**src/status_display_pkg.sv**
```systemverilog
// Purpose: Shared constants and types for the servo status display block
// Assumes: 20 MHz clock, signed 16-bit speed and force quantities
// Notes:   Register offsets are word addresses on the plain register port
package status_display_pkg;

   // Register map (word index on the plain port)
   localparam logic [3:0] REG_CTRL       = 4'h0;
   localparam logic [3:0] REG_SPD_WIN    = 4'h1;
   localparam logic [3:0] REG_POS_WIN    = 4'h2;
   localparam logic [3:0] REG_MOT_THR    = 4'h3;
   localparam logic [3:0] REG_RATED_FRC  = 4'h4;
   localparam logic [3:0] REG_SEGMENTS   = 4'h5;
   localparam logic [3:0] REG_CODE       = 4'h6;
   localparam logic [3:0] REG_FUNC_SEL   = 4'h7;
   localparam logic [3:0] REG_FUNC_STAT  = 4'h8;
   localparam logic [3:0] REG_IRQ_STAT   = 4'h9;
   localparam logic [3:0] REG_IRQ_MASK   = 4'hA;

   // Control register fields
   localparam int CTRL_MODE_LSB = 0;
   localparam int CTRL_LOCK_BIT = 2;

   // Reset values (speed in mm/s, position in pulses)
   localparam logic [15:0] SPD_WIN_RESET   = 16'h000A;
   localparam logic [15:0] POS_WIN_RESET   = 16'h0007;
   localparam logic [15:0] MOT_THR_RESET   = 16'h0014;
   localparam logic [15:0] RATED_FRC_RESET = 16'h03E8;
   localparam logic [15:0] FRC_PERCENT     = 16'h000A;
   localparam logic [15:0] PERCENT_FULL    = 16'h0064;

   // Utility function numbers
   localparam logic [7:0] FN_LAST                 = 8'h14;
   localparam logic [7:0] FN_ALARM_HISTORY_VIEW   = 8'h00;
   localparam logic [7:0] FN_JOG_FUNCTION         = 8'h02;
   localparam logic [7:0] FN_PARAMETER_LOCK       = 8'h10;
   localparam logic [7:0] FN_MODULE_DETECT_CLEAR  = 8'h14;
   // Functions that the lock protects, one bit per number 00..14
   localparam logic [20:0] FN_PROTECTED = 21'h18FFEE;
   localparam logic [20:0] FN_EXISTS    = 21'h1FFFEF;

   // Command pulse activity window: 1 ms at 20 MHz
   localparam int PULSE_HOLD_NS = 1000000;
   localparam int CLK_NS        = 50;
   localparam logic [15:0] PULSE_HOLD_CYC = 16'(PULSE_HOLD_NS / CLK_NS);

   // Interrupt status bits
   localparam int IRQ_ALARM  = 0;
   localparam int IRQ_LIMIT  = 1;
   localparam int IRQ_LOCKED = 2;
   localparam int IRQ_BITS   = 3;

   typedef enum logic [1:0] {
      MODE_SPEED    = 2'h0,
      MODE_FORCE    = 2'h1,
      MODE_POSITION = 2'h2
   } ctrl_mode_t;

   typedef enum logic [2:0] {
      CODE_BASEBLOCK = 3'h0,
      CODE_RUN       = 3'h1,
      CODE_FWD_LIMIT = 3'h2,
      CODE_REV_LIMIT = 3'h3,
      CODE_ALARM     = 3'h4
   } status_code_t;

   // Seven panel segments
   typedef struct packed {
      logic power_ready;
      logic ref_b;        // Force reference / error clear
      logic ref_a;        // Speed reference / reference pulse
      logic motion_detect_flag;
      logic match_done;   // Speed match / positioning done
      logic baseblock;
      logic control_power;
   } segments_t;

   // Drive state inputs
   typedef struct packed {
      logic        control_power_on;
      logic        main_power_ok;
      logic        servo_on;
      logic        fwd_travel_limit;  // 1 = travel allowed
      logic        rev_travel_limit;
      logic        alarm_active;
      logic [7:0]  alarm_number;
      logic        cmd_pulse;
      logic        err_clear;
      logic [15:0] motor_speed;
      logic [15:0] ref_speed;
      logic [15:0] ref_force;
      logic [15:0] pos_error;
   } drive_state_t;

endpackage

```
**src/servo_status_display.sv**
```systemverilog
// Purpose: Front-panel status segments, status code and utility select
// Assumes: Drive state arrives asynchronously and is synchronised here
// Notes:   Signed 16-bit speeds and errors; magnitudes compared
//
// How it works
// - Control-power segment lit whenever control power is present.
// - Baseblock segment lit while motor power blocked, off when servo on.
// - Speed mode: match lit when speed difference within window, default 10.
// - Force mode: speed-match segment always lit.
// - Position mode: done lit while error below window, default 7 pulses.
// - Motion segment lit when speed exceeds threshold, default 20.
// - Speed/force mode: speed-reference lit above motion threshold.
// - Speed/force mode: force-reference lit above 10 percent rated force.
// - Position mode: reference-pulse segment lit while pulses arrive.
// - Position mode: error-clear segment follows the clear input.
// - Power-ready lit when main power on and normal.
// - Baseblock code while servo off.
// - Run code while servo on.
// - Forward-prohibited code when forward limit input is off.
// - Reverse-prohibited code when reverse limit input is off.
// - Active alarm number replaces the status code.
// - Utility functions 00 to 14 hex, including history, jog, clear.
// - Locked parameters and protected functions refused, lock shown for refused functions only.
//
// Our own choices: the register addresses and the address-and-strobe port.
module servo_status_display
   import status_display_pkg::*;
(
   input  wire logic         clk,
   input  wire logic         rst,
   input  wire drive_state_t drive_in,
   input  wire logic [3:0]   reg_addr,
   input  wire logic [15:0]  reg_wdata,
   input  wire logic         reg_wr,
   input  wire logic         reg_rd,
   output logic [15:0]       reg_rdata,
   output segments_t         segments,
   output status_code_t      status_code,
   output logic [7:0]        alarm_number,
   output logic [7:0]        func_active,
   output logic              func_start,
   output logic              lock_shown,
   output logic              irq
);

   ////////////////////////////////////////////////////////////////////////
   // Input synchronisers
   drive_state_t sync_a;
   drive_state_t drv;

   // Two stages; only the second stage is read by logic
   always_ff @(posedge clk) begin
      if (rst) begin
         sync_a <= '0;
         drv    <= '0;
      end else begin
         sync_a <= drive_in;
         drv    <= sync_a;
      end
   end

   ////////////////////////////////////////////////////////////////////////
   // Configuration registers
   ctrl_mode_t  mode;
   logic        lock;
   logic [15:0] spd_win;
   logic [15:0] pos_win;
   logic [15:0] mot_thr;
   logic [15:0] rated_frc;
   logic [IRQ_BITS-1:0] irq_mask;
   logic        refused;

   // Protected parameters refuse writes while locked
   always_ff @(posedge clk) begin
      if (rst) begin
         mode      <= MODE_SPEED;
         lock      <= 1'b0;
         spd_win   <= SPD_WIN_RESET;
         pos_win   <= POS_WIN_RESET;
         mot_thr   <= MOT_THR_RESET;
         rated_frc <= RATED_FRC_RESET;
         irq_mask  <= '0;
      end else if (reg_wr) begin
         unique case (reg_addr)
            REG_CTRL: begin
               lock <= reg_wdata[CTRL_LOCK_BIT];
               if (!lock && reg_wdata[CTRL_MODE_LSB +: 2] != 2'h3) begin
                  mode <= ctrl_mode_t'(reg_wdata[CTRL_MODE_LSB +: 2]);
               end
            end
            REG_SPD_WIN:   if (!lock) spd_win   <= reg_wdata;
            REG_POS_WIN:   if (!lock) pos_win   <= reg_wdata;
            REG_MOT_THR:   if (!lock) mot_thr   <= reg_wdata;
            REG_RATED_FRC: if (!lock) rated_frc <= reg_wdata;
            REG_IRQ_MASK:  irq_mask <= reg_wdata[IRQ_BITS-1:0];
            default: ;
         endcase
      end
   end

   ////////////////////////////////////////////////////////////////////////
   // Magnitude helpers
   function automatic logic [15:0] mag(input logic [15:0] v);
      mag = v[15] ? 16'(-v) : v;
   endfunction

   logic [16:0] spd_diff;
   logic [15:0] spd_diff_mag;
   logic [31:0] frc_scaled;
   logic [31:0] frc_limit;

   // Difference widened so large opposite speeds cannot wrap
   always_comb begin
      spd_diff     = {drv.motor_speed[15], drv.motor_speed} - {drv.ref_speed[15], drv.ref_speed};
      if (spd_diff[16]) begin
         spd_diff_mag = (spd_diff < 17'h18001) ? 16'hFFFF : 16'(-spd_diff);
      end else begin
         spd_diff_mag = (spd_diff[15]) ? 16'hFFFF : spd_diff[15:0];
      end
      frc_scaled = 32'(mag(drv.ref_force)) * 32'(PERCENT_FULL);
      frc_limit  = 32'(rated_frc) * 32'(FRC_PERCENT);
   end

   ////////////////////////////////////////////////////////////////////////
   // Reference pulse activity: held lit for a short window after a pulse
   logic        pulse_d;
   logic [15:0] pulse_cnt;

   always_ff @(posedge clk) begin
      if (rst) begin
         pulse_d   <= 1'b0;
         pulse_cnt <= '0;
      end else begin
         pulse_d <= drv.cmd_pulse;
         if (drv.cmd_pulse != pulse_d) begin
            pulse_cnt <= PULSE_HOLD_CYC;
         end else if (pulse_cnt != '0) begin
            pulse_cnt <= pulse_cnt - 16'h0001;
         end
      end
   end

   ////////////////////////////////////////////////////////////////////////
   // Segment evaluation, fresh every cycle
   segments_t next_segments;

   always_comb begin
      next_segments.control_power      = drv.control_power_on;
      next_segments.baseblock          = !drv.servo_on;
      next_segments.motion_detect_flag = mag(drv.motor_speed) > mot_thr;
      next_segments.power_ready        = drv.main_power_ok;
      unique case (mode)
         MODE_SPEED: begin
            next_segments.match_done = spd_diff_mag <= spd_win;
            next_segments.ref_a      = mag(drv.ref_speed) > mot_thr;
            next_segments.ref_b      = frc_scaled > frc_limit;
         end
         MODE_FORCE: begin
            next_segments.match_done = 1'b1;
            next_segments.ref_a      = mag(drv.ref_speed) > mot_thr;
            next_segments.ref_b      = frc_scaled > frc_limit;
         end
         MODE_POSITION: begin
            next_segments.match_done = mag(drv.pos_error) < pos_win;
            next_segments.ref_a      = pulse_cnt != '0;
            next_segments.ref_b      = drv.err_clear;
         end
         default: begin
            next_segments.match_done = 1'b0;
            next_segments.ref_a      = 1'b0;
            next_segments.ref_b      = 1'b0;
         end
      endcase
   end

   ////////////////////////////////////////////////////////////////////////
   // Status code: alarm, then limits, then run or baseblock
   status_code_t next_code;

   always_comb begin
      if (drv.alarm_active) begin
         next_code = CODE_ALARM;
      end else if (!drv.fwd_travel_limit) begin
         next_code = CODE_FWD_LIMIT;
      end else if (!drv.rev_travel_limit) begin
         next_code = CODE_REV_LIMIT;
      end else if (drv.servo_on) begin
         next_code = CODE_RUN;
      end else begin
         next_code = CODE_BASEBLOCK;
      end
   end

   // Indication registered straight from current state
   always_ff @(posedge clk) begin
      if (rst) begin
         segments     <= '0;
         status_code  <= CODE_BASEBLOCK;
         alarm_number <= '0;
      end else begin
         segments     <= next_segments;
         status_code  <= next_code;
         alarm_number <= drv.alarm_active ? drv.alarm_number : 8'h00;
      end
   end

   ////////////////////////////////////////////////////////////////////////
   // Utility function selection
   logic fn_ok;
   logic fn_locked;

   always_comb begin
      fn_ok     = (reg_wdata[7:0] <= FN_LAST) && FN_EXISTS[reg_wdata[4:0]];
      fn_locked = fn_ok && lock && FN_PROTECTED[reg_wdata[4:0]];
      refused   = reg_wr && reg_addr == REG_FUNC_SEL && fn_locked;
   end

   // Start pulses one cycle; a refused start shows the lock instead
   always_ff @(posedge clk) begin
      if (rst) begin
         func_active <= FN_ALARM_HISTORY_VIEW;
         func_start  <= 1'b0;
         lock_shown  <= 1'b0;
      end else begin
         func_start <= 1'b0;
         if (reg_wr && reg_addr == REG_FUNC_SEL && fn_ok) begin
            lock_shown <= fn_locked;
            if (!fn_locked) begin
               func_active <= reg_wdata[7:0];
               func_start  <= 1'b1;
            end
         end
      end
   end

   ////////////////////////////////////////////////////////////////////////
   // Interrupt status: sticky, cleared by reading, set wins over clear
   logic [IRQ_BITS-1:0] irq_stat;
   logic [IRQ_BITS-1:0] irq_set;
   logic                limit_now;
   logic                limit_d;
   logic                alarm_d;

   always_comb begin
      limit_now            = next_code == CODE_FWD_LIMIT || next_code == CODE_REV_LIMIT;
      irq_set              = '0;
      irq_set[IRQ_ALARM]   = drv.alarm_active && !alarm_d;
      irq_set[IRQ_LIMIT]   = limit_now && !limit_d;
      irq_set[IRQ_LOCKED]  = refused;
   end

   always_ff @(posedge clk) begin
      if (rst) begin
         irq_stat <= '0;
         alarm_d  <= 1'b0;
         limit_d  <= 1'b0;
         irq      <= 1'b0;
      end else begin
         alarm_d <= drv.alarm_active;
         limit_d <= limit_now;
         if (reg_rd && reg_addr == REG_IRQ_STAT) begin
            irq_stat <= irq_set;
         end else begin
            irq_stat <= irq_stat | irq_set;
         end
         irq <= |((irq_stat | irq_set) & irq_mask);
      end
   end

   ////////////////////////////////////////////////////////////////////////
   // Read port: data valid the cycle after the strobe, zero otherwise
   always_ff @(posedge clk) begin
      if (rst) begin
         reg_rdata <= '0;
      end else if (reg_rd) begin
         unique case (reg_addr)
            REG_CTRL:      reg_rdata <= 16'({lock, mode});
            REG_SPD_WIN:   reg_rdata <= spd_win;
            REG_POS_WIN:   reg_rdata <= pos_win;
            REG_MOT_THR:   reg_rdata <= mot_thr;
            REG_RATED_FRC: reg_rdata <= rated_frc;
            REG_SEGMENTS:  reg_rdata <= 16'(segments);
            REG_CODE:      reg_rdata <= {alarm_number, 5'h00, status_code};
            REG_FUNC_SEL:  reg_rdata <= 16'(func_active);
            REG_FUNC_STAT: reg_rdata <= 16'(lock_shown);
            REG_IRQ_STAT:  reg_rdata <= 16'(irq_stat);
            REG_IRQ_MASK:  reg_rdata <= 16'(irq_mask);
            default:       reg_rdata <= '0;
         endcase
      end else begin
         reg_rdata <= '0;
      end
   end

endmodule

```
**config.mk**
```make
export PLATFORM = sky130hd
export DESIGN_NAME = servo_status_display
export DESIGN_NICKNAME = d
export VERILOG_FILES = /design/src/status_display_pkg.sv /design/src/servo_status_display.sv
export SDC_FILE = /design/constraint.sdc
export NUM_CORES = 1
export LEC_CHECK = 0
export ABC_AREA = 1
export BUFFER_PORTS_ARGS = -buffer_cell sky130_fd_sc_hd__clkbuf_2
export CAP_MARGIN = 20
export CORE_MARGIN = 8
export CORE_UTILIZATION = 61
export CTS_CLUSTER_DIAMETER = 40
export CTS_CLUSTER_SIZE = 25
export DETAILED_ROUTE_END_ITERATION = 6
export PLACE_DENSITY_LB_ADDON = 0.3
export SETUP_SLACK_MARGIN = 0.1
export SLEW_MARGIN = 20
export SYNTH_ARGS = -nofsm -noshare
export SYNTH_HDL_FRONTEND = slang
export SYNTH_SLANG_ARGS = --single-unit
```
**constraint.sdc**
```tcl
create_clock -name clk -period 5.86 [get_ports clk]
set_input_delay 1.758 -clock clk [delete_from_list [all_inputs] [get_ports clk]]
set_output_delay 1.758 -clock clk [all_outputs]
set_load 0.01 [all_outputs]
```
# Yosys cells after proc, flatten, opt, wreduce, memory -nomap -nowiden
# Memories as Yosys holds them, arrays and structs flattened.
# Index checks and enable logic that the tools add are counted.
word_totals:
  out_inout_bits: 45
  regBits: 297
  rom_bits: 64
  input_bits: 104
  n_memories: 2
  elab_cells: 148
memory_table:
  columns: ["name", "words", "word_bits", "read_ports", "rd_clocked_by_memory_dff", "wr", "line_no", "rtl"]
  rows:
  - ["(no name shown)", 32, 1, 1, 0, 0, "servo_status_display.sv:214", "fn_locked = fn_ok && lock && FN_PROTECTED[reg_wdata[4:0]];"]
  - ["(no name shown)", 32, 1, 1, 0, 0, "servo_status_display.sv:213", "fn_ok = (reg_wdata[7:0] <= FN_LAST) && FN_EXISTS[reg_wdata[4:0]];"]
classes:
  eq_ne: 16
  n_bitwise: 7
  reduce_logical: 33
  muxes: 20
  mul: 2
  add_sub_neg: 7
  order_cmp: 8
ops:
  columns: ["operator", "count"]
  rows:
  - ["16-bit one-hot mux with 11 select lines", 1]
  - ["16-bit two-way mux", 7]
  - ["16-bit negation", 5]
  - ["16-bit > comparator", 2]
  - ["15-bit two-way mux", 2]
  - ["23-bit by 20-bit > comparator with 1-bit output", 1]
  - ["16-bit by 5-bit multiplier with 21-bit output, second input constant", 1]
  - ["16-bit by 3-bit multiplier with 19-bit output, second input constant", 1]
  - ["17-bit less-than comparator, second input constant", 1]
  - ["16-bit by 16-bit subtractor with 17-bit output", 1]
  - ["4-bit by 3-bit equality test with 1-bit output, second input constant", 4]
  - ["16-bit <= comparator", 1]
  - ["16-bit less-than comparator", 1]
  - ["16-bit nonzero test", 1]
  - ["16-bit by 1-bit subtractor with 16-bit output, second input constant", 1]
  - ["3-bit AND reduction", 5]
  - ["4-bit equality test, second input constant", 3]
  - ["1-bit logical AND", 10]
  - ["2-bit OR reduction", 5]
  - ["4-bit by 2-bit equality test with 1-bit output, second input constant", 2]
  - ["8-bit by 5-bit <= comparator with 1-bit output, second input constant", 1]
  - ["3-bit by 2-bit equality test with 1-bit output, second input constant", 2]
  - ["5-bit by 6-bit less-than comparator with 1-bit output, second input constant", 1]
  - ["3-bit two-way mux", 2]
  - ["19 further kinds", 32]

# Longest topological paths before layout
# Gate-level depths: netlist of the first run.
logic_depth:
  word_depth: 10
  depth_mapped: 34
  depth_no_buf: 34

# Worst setup path after synthesis of the first run
# OpenSTA, ideal clock, no wires.
synth_path:
  path_type: "register to register"
  from: "register drv[16] in the netlist's numbering"
  to: "register segments[5] in the netlist's numbering"
  setup_slack_ns: 1.351
  period_less_slack_ns: 4.509
  t_arrival_ns: 4.376
  n_path_buf: 0
  path_stages_with_launch: 31
  setup_time_ns: 0.132
  cell_sequence: "dfxtp_1 inv_1 ha_1 nand3_1 nor3_1 inv_1 nand2_1 xor2_1 ha_1 ha_1 inv_1 fa_1 inv_1 ha_1 a21oi_1 a21boi_0 nand2_1 a21oi_1 o21ai_0 xor2_1 ha_1 nand2_1 nor2_1 a211oi_1 nand2_1 nand2_1 nand2_1 nand2_1 nand2_1 nand2_1 a21oi_1"
synth_between:
  elab_chain_len: 5
synth_lines:
  columns: ["element", "line_no", "rtl"]
  rows:
  - ["start: declaration", "servo_status_display.sv:49", "drive_state_t drv;"]
  - ["start signal: assignment", "servo_status_display.sv:58", "drv <= sync_a;"]
  - ["16-bit negation", "servo_status_display.sv:104", "mag = v[15] ? 16'(-v) : v;"]
  - ["16-bit two-way mux *", "servo_status_display.sv:104", null]
  - ["16-bit by 5-bit multiplier with 21-bit output *", "servo_status_display.sv:120", "frc_scaled = 32'(mag(drv.ref_force)) * 32'(PERCENT_FULL);"]
  - ["23-bit by 20-bit > comparator with 1-bit output *", "servo_status_display.sv:156, servo_status_display.sv:161", null]
  - ["2-bit one-hot mux with 2 select lines *", "servo_status_display.sv:152", "unique case (mode)"]
  - ["end signal: assignment", "servo_status_display.sv:201", "segments <= next_segments;"]
  - ["end: declaration", "servo_status_display.sv:37", "output segments_t segments,"]
# Mark *: on every way between the ends. The rest lies on a longest branch, timed or not.
# A chain may end at the register's enable or synchronous reset.

# Final worst setup path of the first run
# Ends and elaborated chain as after synthesis.

==> results of run 1 <==
==> layout make-up <==
type	count	area, sq um
clock buffer	38	907.1
clock inverter	26	387.9
fill	2305	8240
inverter	520	1952
multi-input combinational	1491	8936
sequential	296	5926
tap	378	473.0
timing repair buffer	156	807.0
==> per-layer routing <==
| layer | global-route usage (%) | part of all wire [%] |
|---|---|---|
| met1 | 36.19 | 45 |
| met2 | 40.79 | 43 |
| met3 | 6.747 | 9.7 |
| met4 | 6.018 | 1.9 |
| met5 | 0 | 0.052 |
==> flip-flops by register name, indices dropped and copies added, names as in the netlist, 16 cells and up <==
register,cells
pos_win,16
spd_win,16
mot_thr,16
rated_frc,16
pulse_cnt,16
sync_a,80
reg_rdata,16
drv,80
==> stage by stage <==
step	setup slack [ns]	util, %	instance area (sq um)	hold slack, ns	cells
6_report	0.7931	70.17	19390	0.4001	2905
3_5_place_dp	0.8103	65.49	18090	0.3920	2841
5_1_grt	0.1473	70.17	19390	0.4106	2905
3_3_place_gp	0.9297	65.49	18090	0.3891	2841
4_1_cts	0.7613	70.17	19390	0.4022	2905
2_1_floorplan	1.351	-	17030	0.3883	2361
==> worst paths after layout <==
path / start / endpoint / slack [ns] / cells after the start
min reg2reg: sync_a[39] / drv[39] / 0.40 / 2
max: drv[16] / segments[5] / 0.79 / 30
max reg2reg: drv[16] / segments[5] / 0.79 / 30
min: sync_a[39] / drv[39] / 0.40 / 2
==> layout by cell type (no fill, tap or decap), types with 7 or more instances in the layout <==
master                      count
sky130_fd_sc_hd__nand2_2        7
sky130_fd_sc_hd__a31oi_1       13
sky130_fd_sc_hd__xnor2_1       23
sky130_fd_sc_hd__nand4_1       22
sky130_fd_sc_hd__clkbuf_2     147
sky130_fd_sc_hd__nor4_1         9
sky130_fd_sc_hd__inv_1        510
sky130_fd_sc_hd__xor2_1        72
sky130_fd_sc_hd__clkbuf_16     35
sky130_fd_sc_hd__o22ai_1       35
sky130_fd_sc_hd__clkinv_8       8
sky130_fd_sc_hd__inv_2          8
sky130_fd_sc_hd__o21ai_0      124
sky130_fd_sc_hd__o31ai_1        7
sky130_fd_sc_hd__a21oi_1      163
sky130_fd_sc_hd__buf_4          8
sky130_fd_sc_hd__nand2_1      313
sky130_fd_sc_hd__a221oi_1       7
sky130_fd_sc_hd__nor2_2        10
sky130_fd_sc_hd__nor2_1       316
sky130_fd_sc_hd__fa_1          12
sky130_fd_sc_hd__or2_2          8
sky130_fd_sc_hd__a211oi_1      12
sky130_fd_sc_hd__o21ai_1        7
sky130_fd_sc_hd__ha_1         185
sky130_fd_sc_hd__dfxtp_1      296
sky130_fd_sc_hd__nand3_1       84
sky130_fd_sc_hd__nor3_1        29
==> worst max-delay path: cells and delay by family, from the launching register on <==
kind	cells	cell delay [ns]
flops	1	0.35
xor+xnor	2	0.50
compound gates	6	0.95
buf+inv	4	0.30
fa+ha+maj	6	1.87
simple gates	12	0.96
==> power groups by stage <==
| stage | clock [uW] | combinational (uW) | sequential (uW) |
|---|---|---|---|
| 6_report | 2330 | 1340 | 2210 |
| 3_3_place_gp | 0 | 1270 | 2250 |
| 5_1_grt | 2440 | 1540 | 2220 |
| 4_1_cts | 2360 | 1330 | 2210 |
| 2_1_floorplan | 0 | 1010 | 2230 |
| 3_5_place_dp | 0 | 1310 | 2250 |
==> cells by family after synthesis <==
| family | count (synthesis) |
|---|---|
| AO/OA/AOI/OAI | 383 |
| XOR/XNOR | 96 |
| adder cells (fa/ha/maj) | 197 |
| buffers and inverters | 574 |
| flip-flops | 296 |
| AND/OR/NAND/NOR | 815 |
==> Flow_metrics.wiki, run 1 <==
{| class="wikitable"
! Metric !! Value
|-
| Insertion delay of the later-clocked pin in the worst-skew pair || 0.54 ns
|-
| Pin count of the biggest net entering global routing || 106
|-
| Setup CP Type || reg -> reg
|-
| Number of DRC violations after detailed-routing iteration 0 || 1248
|-
| Minimum clock period || a little over 5 ns
|-
| Number of warnings reported in the yosys synthesis log || 0
|-
| Total wire length after detailed routing || approximately 44 mm
|-
| Net Sw Power || between 1500 and 2000 uW
|-
| Sw Ratio || 32.22%
|-
| Clk buf depth || 3
|-
| Crit path top cell by count || sky130_fd_sc_hd__nand2_1
|-
| Fraction of power consumed by the clock network || about 40%
|-
| Count of TritonRoute iterations in the first routing pass || 6
|-
| Critical path capture point type || flop
|-
| Post-synth EDFFs || 0
|-
| Floorplan core area || 0.02763 sq mm
|-
| Vias in the first global route || roughly 15000
|-
| Pins Over Slew Limit || 0
|-
| Count of distinct cell types in the synthesized netlist || 46
|-
| Post-CTS Repair Setup Buffers || 0
|-
| Number of sinks driven by the clock tree || roughly 300
|-
| Worst Path Required || between 6 and 7 ns
|-
| Number of top-level pins || 149
|-
| Clock tree from TritonCTS || yes
|-
| Reg clk slew, reported paths || around 0.070 ns
|-
| DR DRC count || 0
|-
| Comb power frac || 22.7%
|-
| Initial antenna violation count || 2
|-
| Synth area leader || sky130_fd_sc_hd__dfxtp_1
|-
| Final GP Congestion || 0.9875
|-
| Die ar. || roughly 0.034 sq mm
|-
| Highest net fanout along the worst path || 4
|-
| Cell at the root of the clock tree || sky130_fd_sc_hd__clkbuf_16
|-
| Average size of a mapped cell || roughly 7.2 sq um
|-
| Simple-gate portion of the synthesized area || 20.20%
|-
| H-tree Lvls || 2
|-
| Most frequent cell after synthesis || sky130_fd_sc_hd__inv_1
|-
| Post-route fraction of the period consumed by the critical path || 86.47%
|-
| Wire length of the first global-routing pass || roughly 72 mm
|-
| Setup TNS after final layout || 0 ns
|-
| Compound-cell area share of the yosys netlist || between 10 and 15%
|-
| List of most frequent post-synthesis cells || 510 x sky130_fd_sc_hd__inv_1, 316 x sky130_fd_sc_hd__nor2_1, 313 x sky130_fd_sc_hd__nand2_1
|-
| Horizontal extent of the die || 183.1 um
|-
| Global-route total usage across every layer || roughly a quarter
|-
| Critical Path Source Type || flop
|-
| Pleak || 0.009892 uW
|-
| Ant diodes || 0
|-
| Final ANT Viol Nets || 0
|-
| Measured slew at the worst slew-check pin || around 0.89 ns
|-
| Combined area of all synthesized cells || between 0.015 and 0.02 sq mm
|-
| Post-DP HPWL || about 35 mm
|-
| Critical path's largest stage delay || 0.49 ns
|-
| Routed length per placed instance || 15.24 um
|-
| Largest family of logic cells by synthesized area || simple AND/OR/NAND/NOR gates
|-
| Register share of total power || 37.6%
|-
| Mux cell area share after synthesis || 0%
|-
| Power density cells || 303.4 mW/mm^2
|-
| Number of cell rows || slightly above 60
|-
| Maximum clock frequency || 197.4 MHz
|-
| Worst path arrival time || around 5.4 ns
|-
| Post-Syn Nets || 2662
|-
| Worst VDD drop || ~0.38 mV
|-
| Total clock buffers created by CTS || 35
|-
| Synth Flop Type || sky130_fd_sc_hd__dfxtp_1
|-
| Net total in the final layout || 2801
|-
| Hold WC Path Type || reg -> reg
|-
| Largest clock skew in the final design || between 0.02 and 0.025 ns
|-
| Initial core utilization || around 62%
|-
| Mapped Cells || 2361
|-
| Relative slew slack || 40.63%
|-
| Die outline height || 183.1 um
|-
| CTS hold repair buffers || 0
|-
| Via count || 15300
|-
| Synthesis-to-finish area growth || 13.85%
|-
| Share of the yosys chip area belonging to registers || 34.80%
|-
| Cell types occupying the most area after synthesis || sky130_fd_sc_hd__dfxtp_1 35%, sky130_fd_sc_hd__ha_1 14%, sky130_fd_sc_hd__inv_1 11%, sky130_fd_sc_hd__nor2_1 7.0%, sky130_fd_sc_hd__nand2_1 6.9%
|-
| Vias per cell || 5.267
|-
| Unrepaired setup endpoints after global routing || false
|-
| Internal power of the cells || approximately 4000 uW
|-
| Remaining Overflow, GRT || 0
|-
| Total of cells resized after clock tree synthesis || 0
|-
| Count of final hold-check violations || 0
|-
| Number of max-capacitance violations reported || 0
|-
| Post-synthesis share of cell area spent on xor and xnor gates || 4.981%
|-
| Synthesized flop and latch total || 296
|-
| Adder and majority gate portion of the synthesized area || 15.00%
|-
| Ratio of cells with drive above 1 in the final layout || 10.25%
|-
| Input/output buffers || 148
|-
| Cell at the slowest stage of the critical path || sky130_fd_sc_hd__fa_1
|-
| Power, Total || 5883 uW
|-
| Share of flip-flops with an asynchronous set or reset after synthesis || 0%
|-
| Area share of the leading cell type in the synthesized netlist || a little over a third
|-
| Result of the run || complete, no violations
|-
| Number of setup violations in the final report || 0
|}
(Power assumes the default switching activity.)
==> run 2, diff against run 1 <==
- ABC_AREA: 1 -> unset
- CORE_UTILIZATION: 61 -> 60
==> Flow_metrics.wiki, run 2 <==
{| class="wikitable"
! Metric !! Value
|-
| Via count || 14060
|-
| Crit path top cell by count || sky130_fd_sc_hd__ha_1
|-
| Initial antenna violation count || 4
|-
| List of most frequent post-synthesis cells || 296 x sky130_fd_sc_hd__dfxtp_1, 210 x sky130_fd_sc_hd__nand2_1, 196 x sky130_fd_sc_hd__nor2b_1
|-
| Total clock buffers created by CTS || 34
|-
| Setup TNS after final layout || 0 ns
|-
| Global-route total usage across every layer || 25.25%
|-
| Highest net fanout along the worst path || 5
|-
| Final ANT Viol Nets || 0
|-
| Mapped Cells || 1917
|-
| Worst-case setup slack after placement || 0.1422 ns
|-
| Number of setup violations in the final report || 0
|-
| Number of DRC violations after detailed-routing iteration 0 || ~1100
|-
| Setup CP Type || reg -> reg
|-
| Critical path's top delay family || adder cells
|-
| Worst Path Required || 6.26 ns
|-
| Final instance count without filler cells || around 2400
|-
| Pleak || 0.008170 uW
|-
| Routed length per placed instance || 18.03 um
|-
| Post-DP HPWL || 33.36 mm
|-
| H-tree Lvls || 2
|-
| Hold WC Path Type || reg -> reg
|-
| Area share of the leading cell type in the synthesized netlist || between 30 and 40%
|-
| Share of the yosys chip area belonging to registers || a little over a third
|-
| Cell at the root of the clock tree || sky130_fd_sc_hd__clkbuf_16
|-
| Combined area of all synthesized cells || roughly 0.017 sq mm
|-
| Count of final hold-check violations || 0
|-
| Reg clk slew, reported paths || around 0.060 ns
|-
| Average size of a mapped cell || about 8.6 sq um
|-
| Setup ws final || around 0.39 ns
|-
| Synthesis-to-finish area growth || 14.03%
|-
| Vias per cell || 5.820
|-
| CTS hold repair buffers || 0
|-
| Share of flip-flops with an asynchronous set or reset after synthesis || 0%
|-
| Number of cell rows || between 60 and 70
|-
| Registers with the highest flip-flop counts || drv: 80 flops, sync_a: 80 flops
|-
| Post-route fraction of the period consumed by the critical path || 93.34%
|-
| Critical Path Source Type || flop
|-
| Pins Over Slew Limit || 0
|-
| Most frequent cell after synthesis || sky130_fd_sc_hd__dfxtp_1
|-
| Count of distinct cell types in the synthesized netlist || 75
|-
| Synth area leader || sky130_fd_sc_hd__dfxtp_1
|-
| Number of warnings reported in the yosys synthesis log || 0
|-
| Cell at the slowest stage of the critical path || sky130_fd_sc_hd__dfxtp_2
|-
| Worst VDD drop || 0.3339 mV
|-
| Horizontal extent of the die || 182.1 um
|-
| Minimum clock period || 5.470 ns
|-
| Number of buffers and inverters on the critical path || 2
|-
| Power density cells || 296.3 mW/mm^2
|-
| Cell types occupying the most area after synthesis || sky130_fd_sc_hd__dfxtp_1 36%, sky130_fd_sc_hd__ha_1 14%, sky130_fd_sc_hd__nor2b_1 7.4%, sky130_fd_sc_hd__nand2_1 4.8%, sky130_fd_sc_hd__xnor2_1 4.2%
|-
| Input/output buffers || 148
|-
| Number of sinks driven by the clock tree || 296
|-
| Critical path's largest stage delay || 0.38 ns
|-
| Vias in the first global route || 13470
|-
| Total wire length after detailed routing || roughly 44 mm
|-
| Floorplan core area || approximately 0.027 sq mm
|-
| Synthesized flop and latch total || 296
|-
| Post-synth EDFFs || 0
|-
| Maximum clock frequency || 182.8 MHz
|-
| Post-Syn Nets || ~2200
|-
| Synth Flop Type || sky130_fd_sc_hd__dfxtp_1
|-
| Critical path capture point type || flop
|-
| Relative slew slack || 34.87%
|-
| Ratio of cells with drive above 1 in the final layout || approximately an eighth
|-
| Pin count of the biggest net entering global routing || 105
|-
| Result of the run || complete, no violations
|-
| Worst hold start || drv[77]
|-
| DR DRC count || 0
|-
| Power, Total || 5593 uW
|-
| Most used cells in the layout excluding fill and tap cells || 293 x sky130_fd_sc_hd__dfxtp_1, 208 x sky130_fd_sc_hd__nand2_1, 196 x sky130_fd_sc_hd__nor2b_1
|-
| Initial core utilization || 60.25%
|-
| Final GP Congestion || 0.9523
|-
| Worst path arrival time || 5.87 ns
|-
| Clk buf depth || 3
|-
| Worst r2r src || drv[16]
|-
| Die ar. || between 0.03 and 0.04 sq mm
|-
| Remaining Overflow, GRT || 0
|-
| Count of TritonRoute iterations in the first routing pass || 5
|-
| Insertion delay of the later-clocked pin in the worst-skew pair || around 0.52 ns
|-
| Die outline height || roughly 180 um
|-
| Crit path from || drv[16]
|-
| Number of max-capacitance violations reported || 0
|-
| Wire length of the first global-routing pass || 68.16 mm
|-
| Instance area at placement || ~0.018 sq mm
|-
| Net total in the final layout || roughly 2300
|-
| Most common library cell in the layout ignoring fill and taps || sky130_fd_sc_hd__dfxtp_1
|-
| Unrepaired setup endpoints after global routing || false
|-
| Largest clock skew in the final design || 0.01722 ns
|-
| Placed insts || 2349
|-
| Final instance area || 0.01888 sq mm
|-
| Measured slew at the worst slew-check pin || 0.9733 ns
|-
| Number of top-level pins || 149
|-
| Clock tree from TritonCTS || yes
|}
run 2: through the flow:
| stage | hold slack, ns | utilization [%] |
|---|---|---|
| 4_1_cts | 0.4261 | 68.09 |
| 3_3_place_gp | 0.4051 | 63.84 |
| 2_1_floorplan | 0.3932 | - |
| 3_5_place_dp | 0.4097 | 63.84 |
| 5_1_grt | 0.4459 | 68.70 |
| 6_report | 0.4210 | 68.70 |
run 2: kinds of logic (layout without fill, tap and decap cells):
group,Yosys count,in the layout,synth area share (%)
AOI/OAI and AO/OA,385,385,15.19
xor gates and xnor gates,109,109,5.767
adders and majority gates,197,197,15.43
buffers and inverters,219,369,5.003
DFF,296,296,35.79
muxes,16,16,0.9674
other,0,3,0
and+or+nand+nor,695,695,21.84
run 2: final cells by class:
class	count	area, sq um
Antenna cell	3	7.507
Clock inverter	24	295.3
Inverter	145	544.3
Sequential cell	296	5932
Fill cell	2223	8600
Timing Repair Buffer	163	859.6
Tap cell	346	432.9
Multi-Input combinational cell	1402	9933
Clock buffer	37	872.1
run 2: power breakdown:
| part | total [uW] | internal (uW) | switching, uW | leakage [uW] |
|---|---|---|---|---|
| sequential | 2210 | 2120 | 86.8 | 0.00243 |
| clock | 2140 | 1190 | 948 | 0.000571 |
| combinational | 1240 | 539 | 704 | 0.00517 |
| total | 5590 | 3850 | 1740 | 0.00817 |
run 2: timing repair:
item,4_1_cts,5_1_grt
setup buffers,0,3
gates resized for setup,0,31
endpoints found under the setup margin,0,1
run 2: routing by layer:
metal / vias to the layer above / wire length [um] / GRT usage [%]
met2: 633 / 19260 / 40.23
met1: 6469 / 18750 / 32.74
li1: 6851 / - / -
met5: - / 12 / 0
met3: 105 / 4006 / 5.747
met4: 2 / 1532 / 10.10
run 2: worst paths after layout:
kind | to | slack [ns] | cells past startpoint
setup / recovery | segments[5] | 0.39 | 25
hold / removal | segments[1] | 0.42 | 1
hold reg to reg | segments[1] | 0.42 | 1
setup reg to reg | segments[5] | 0.39 | 25
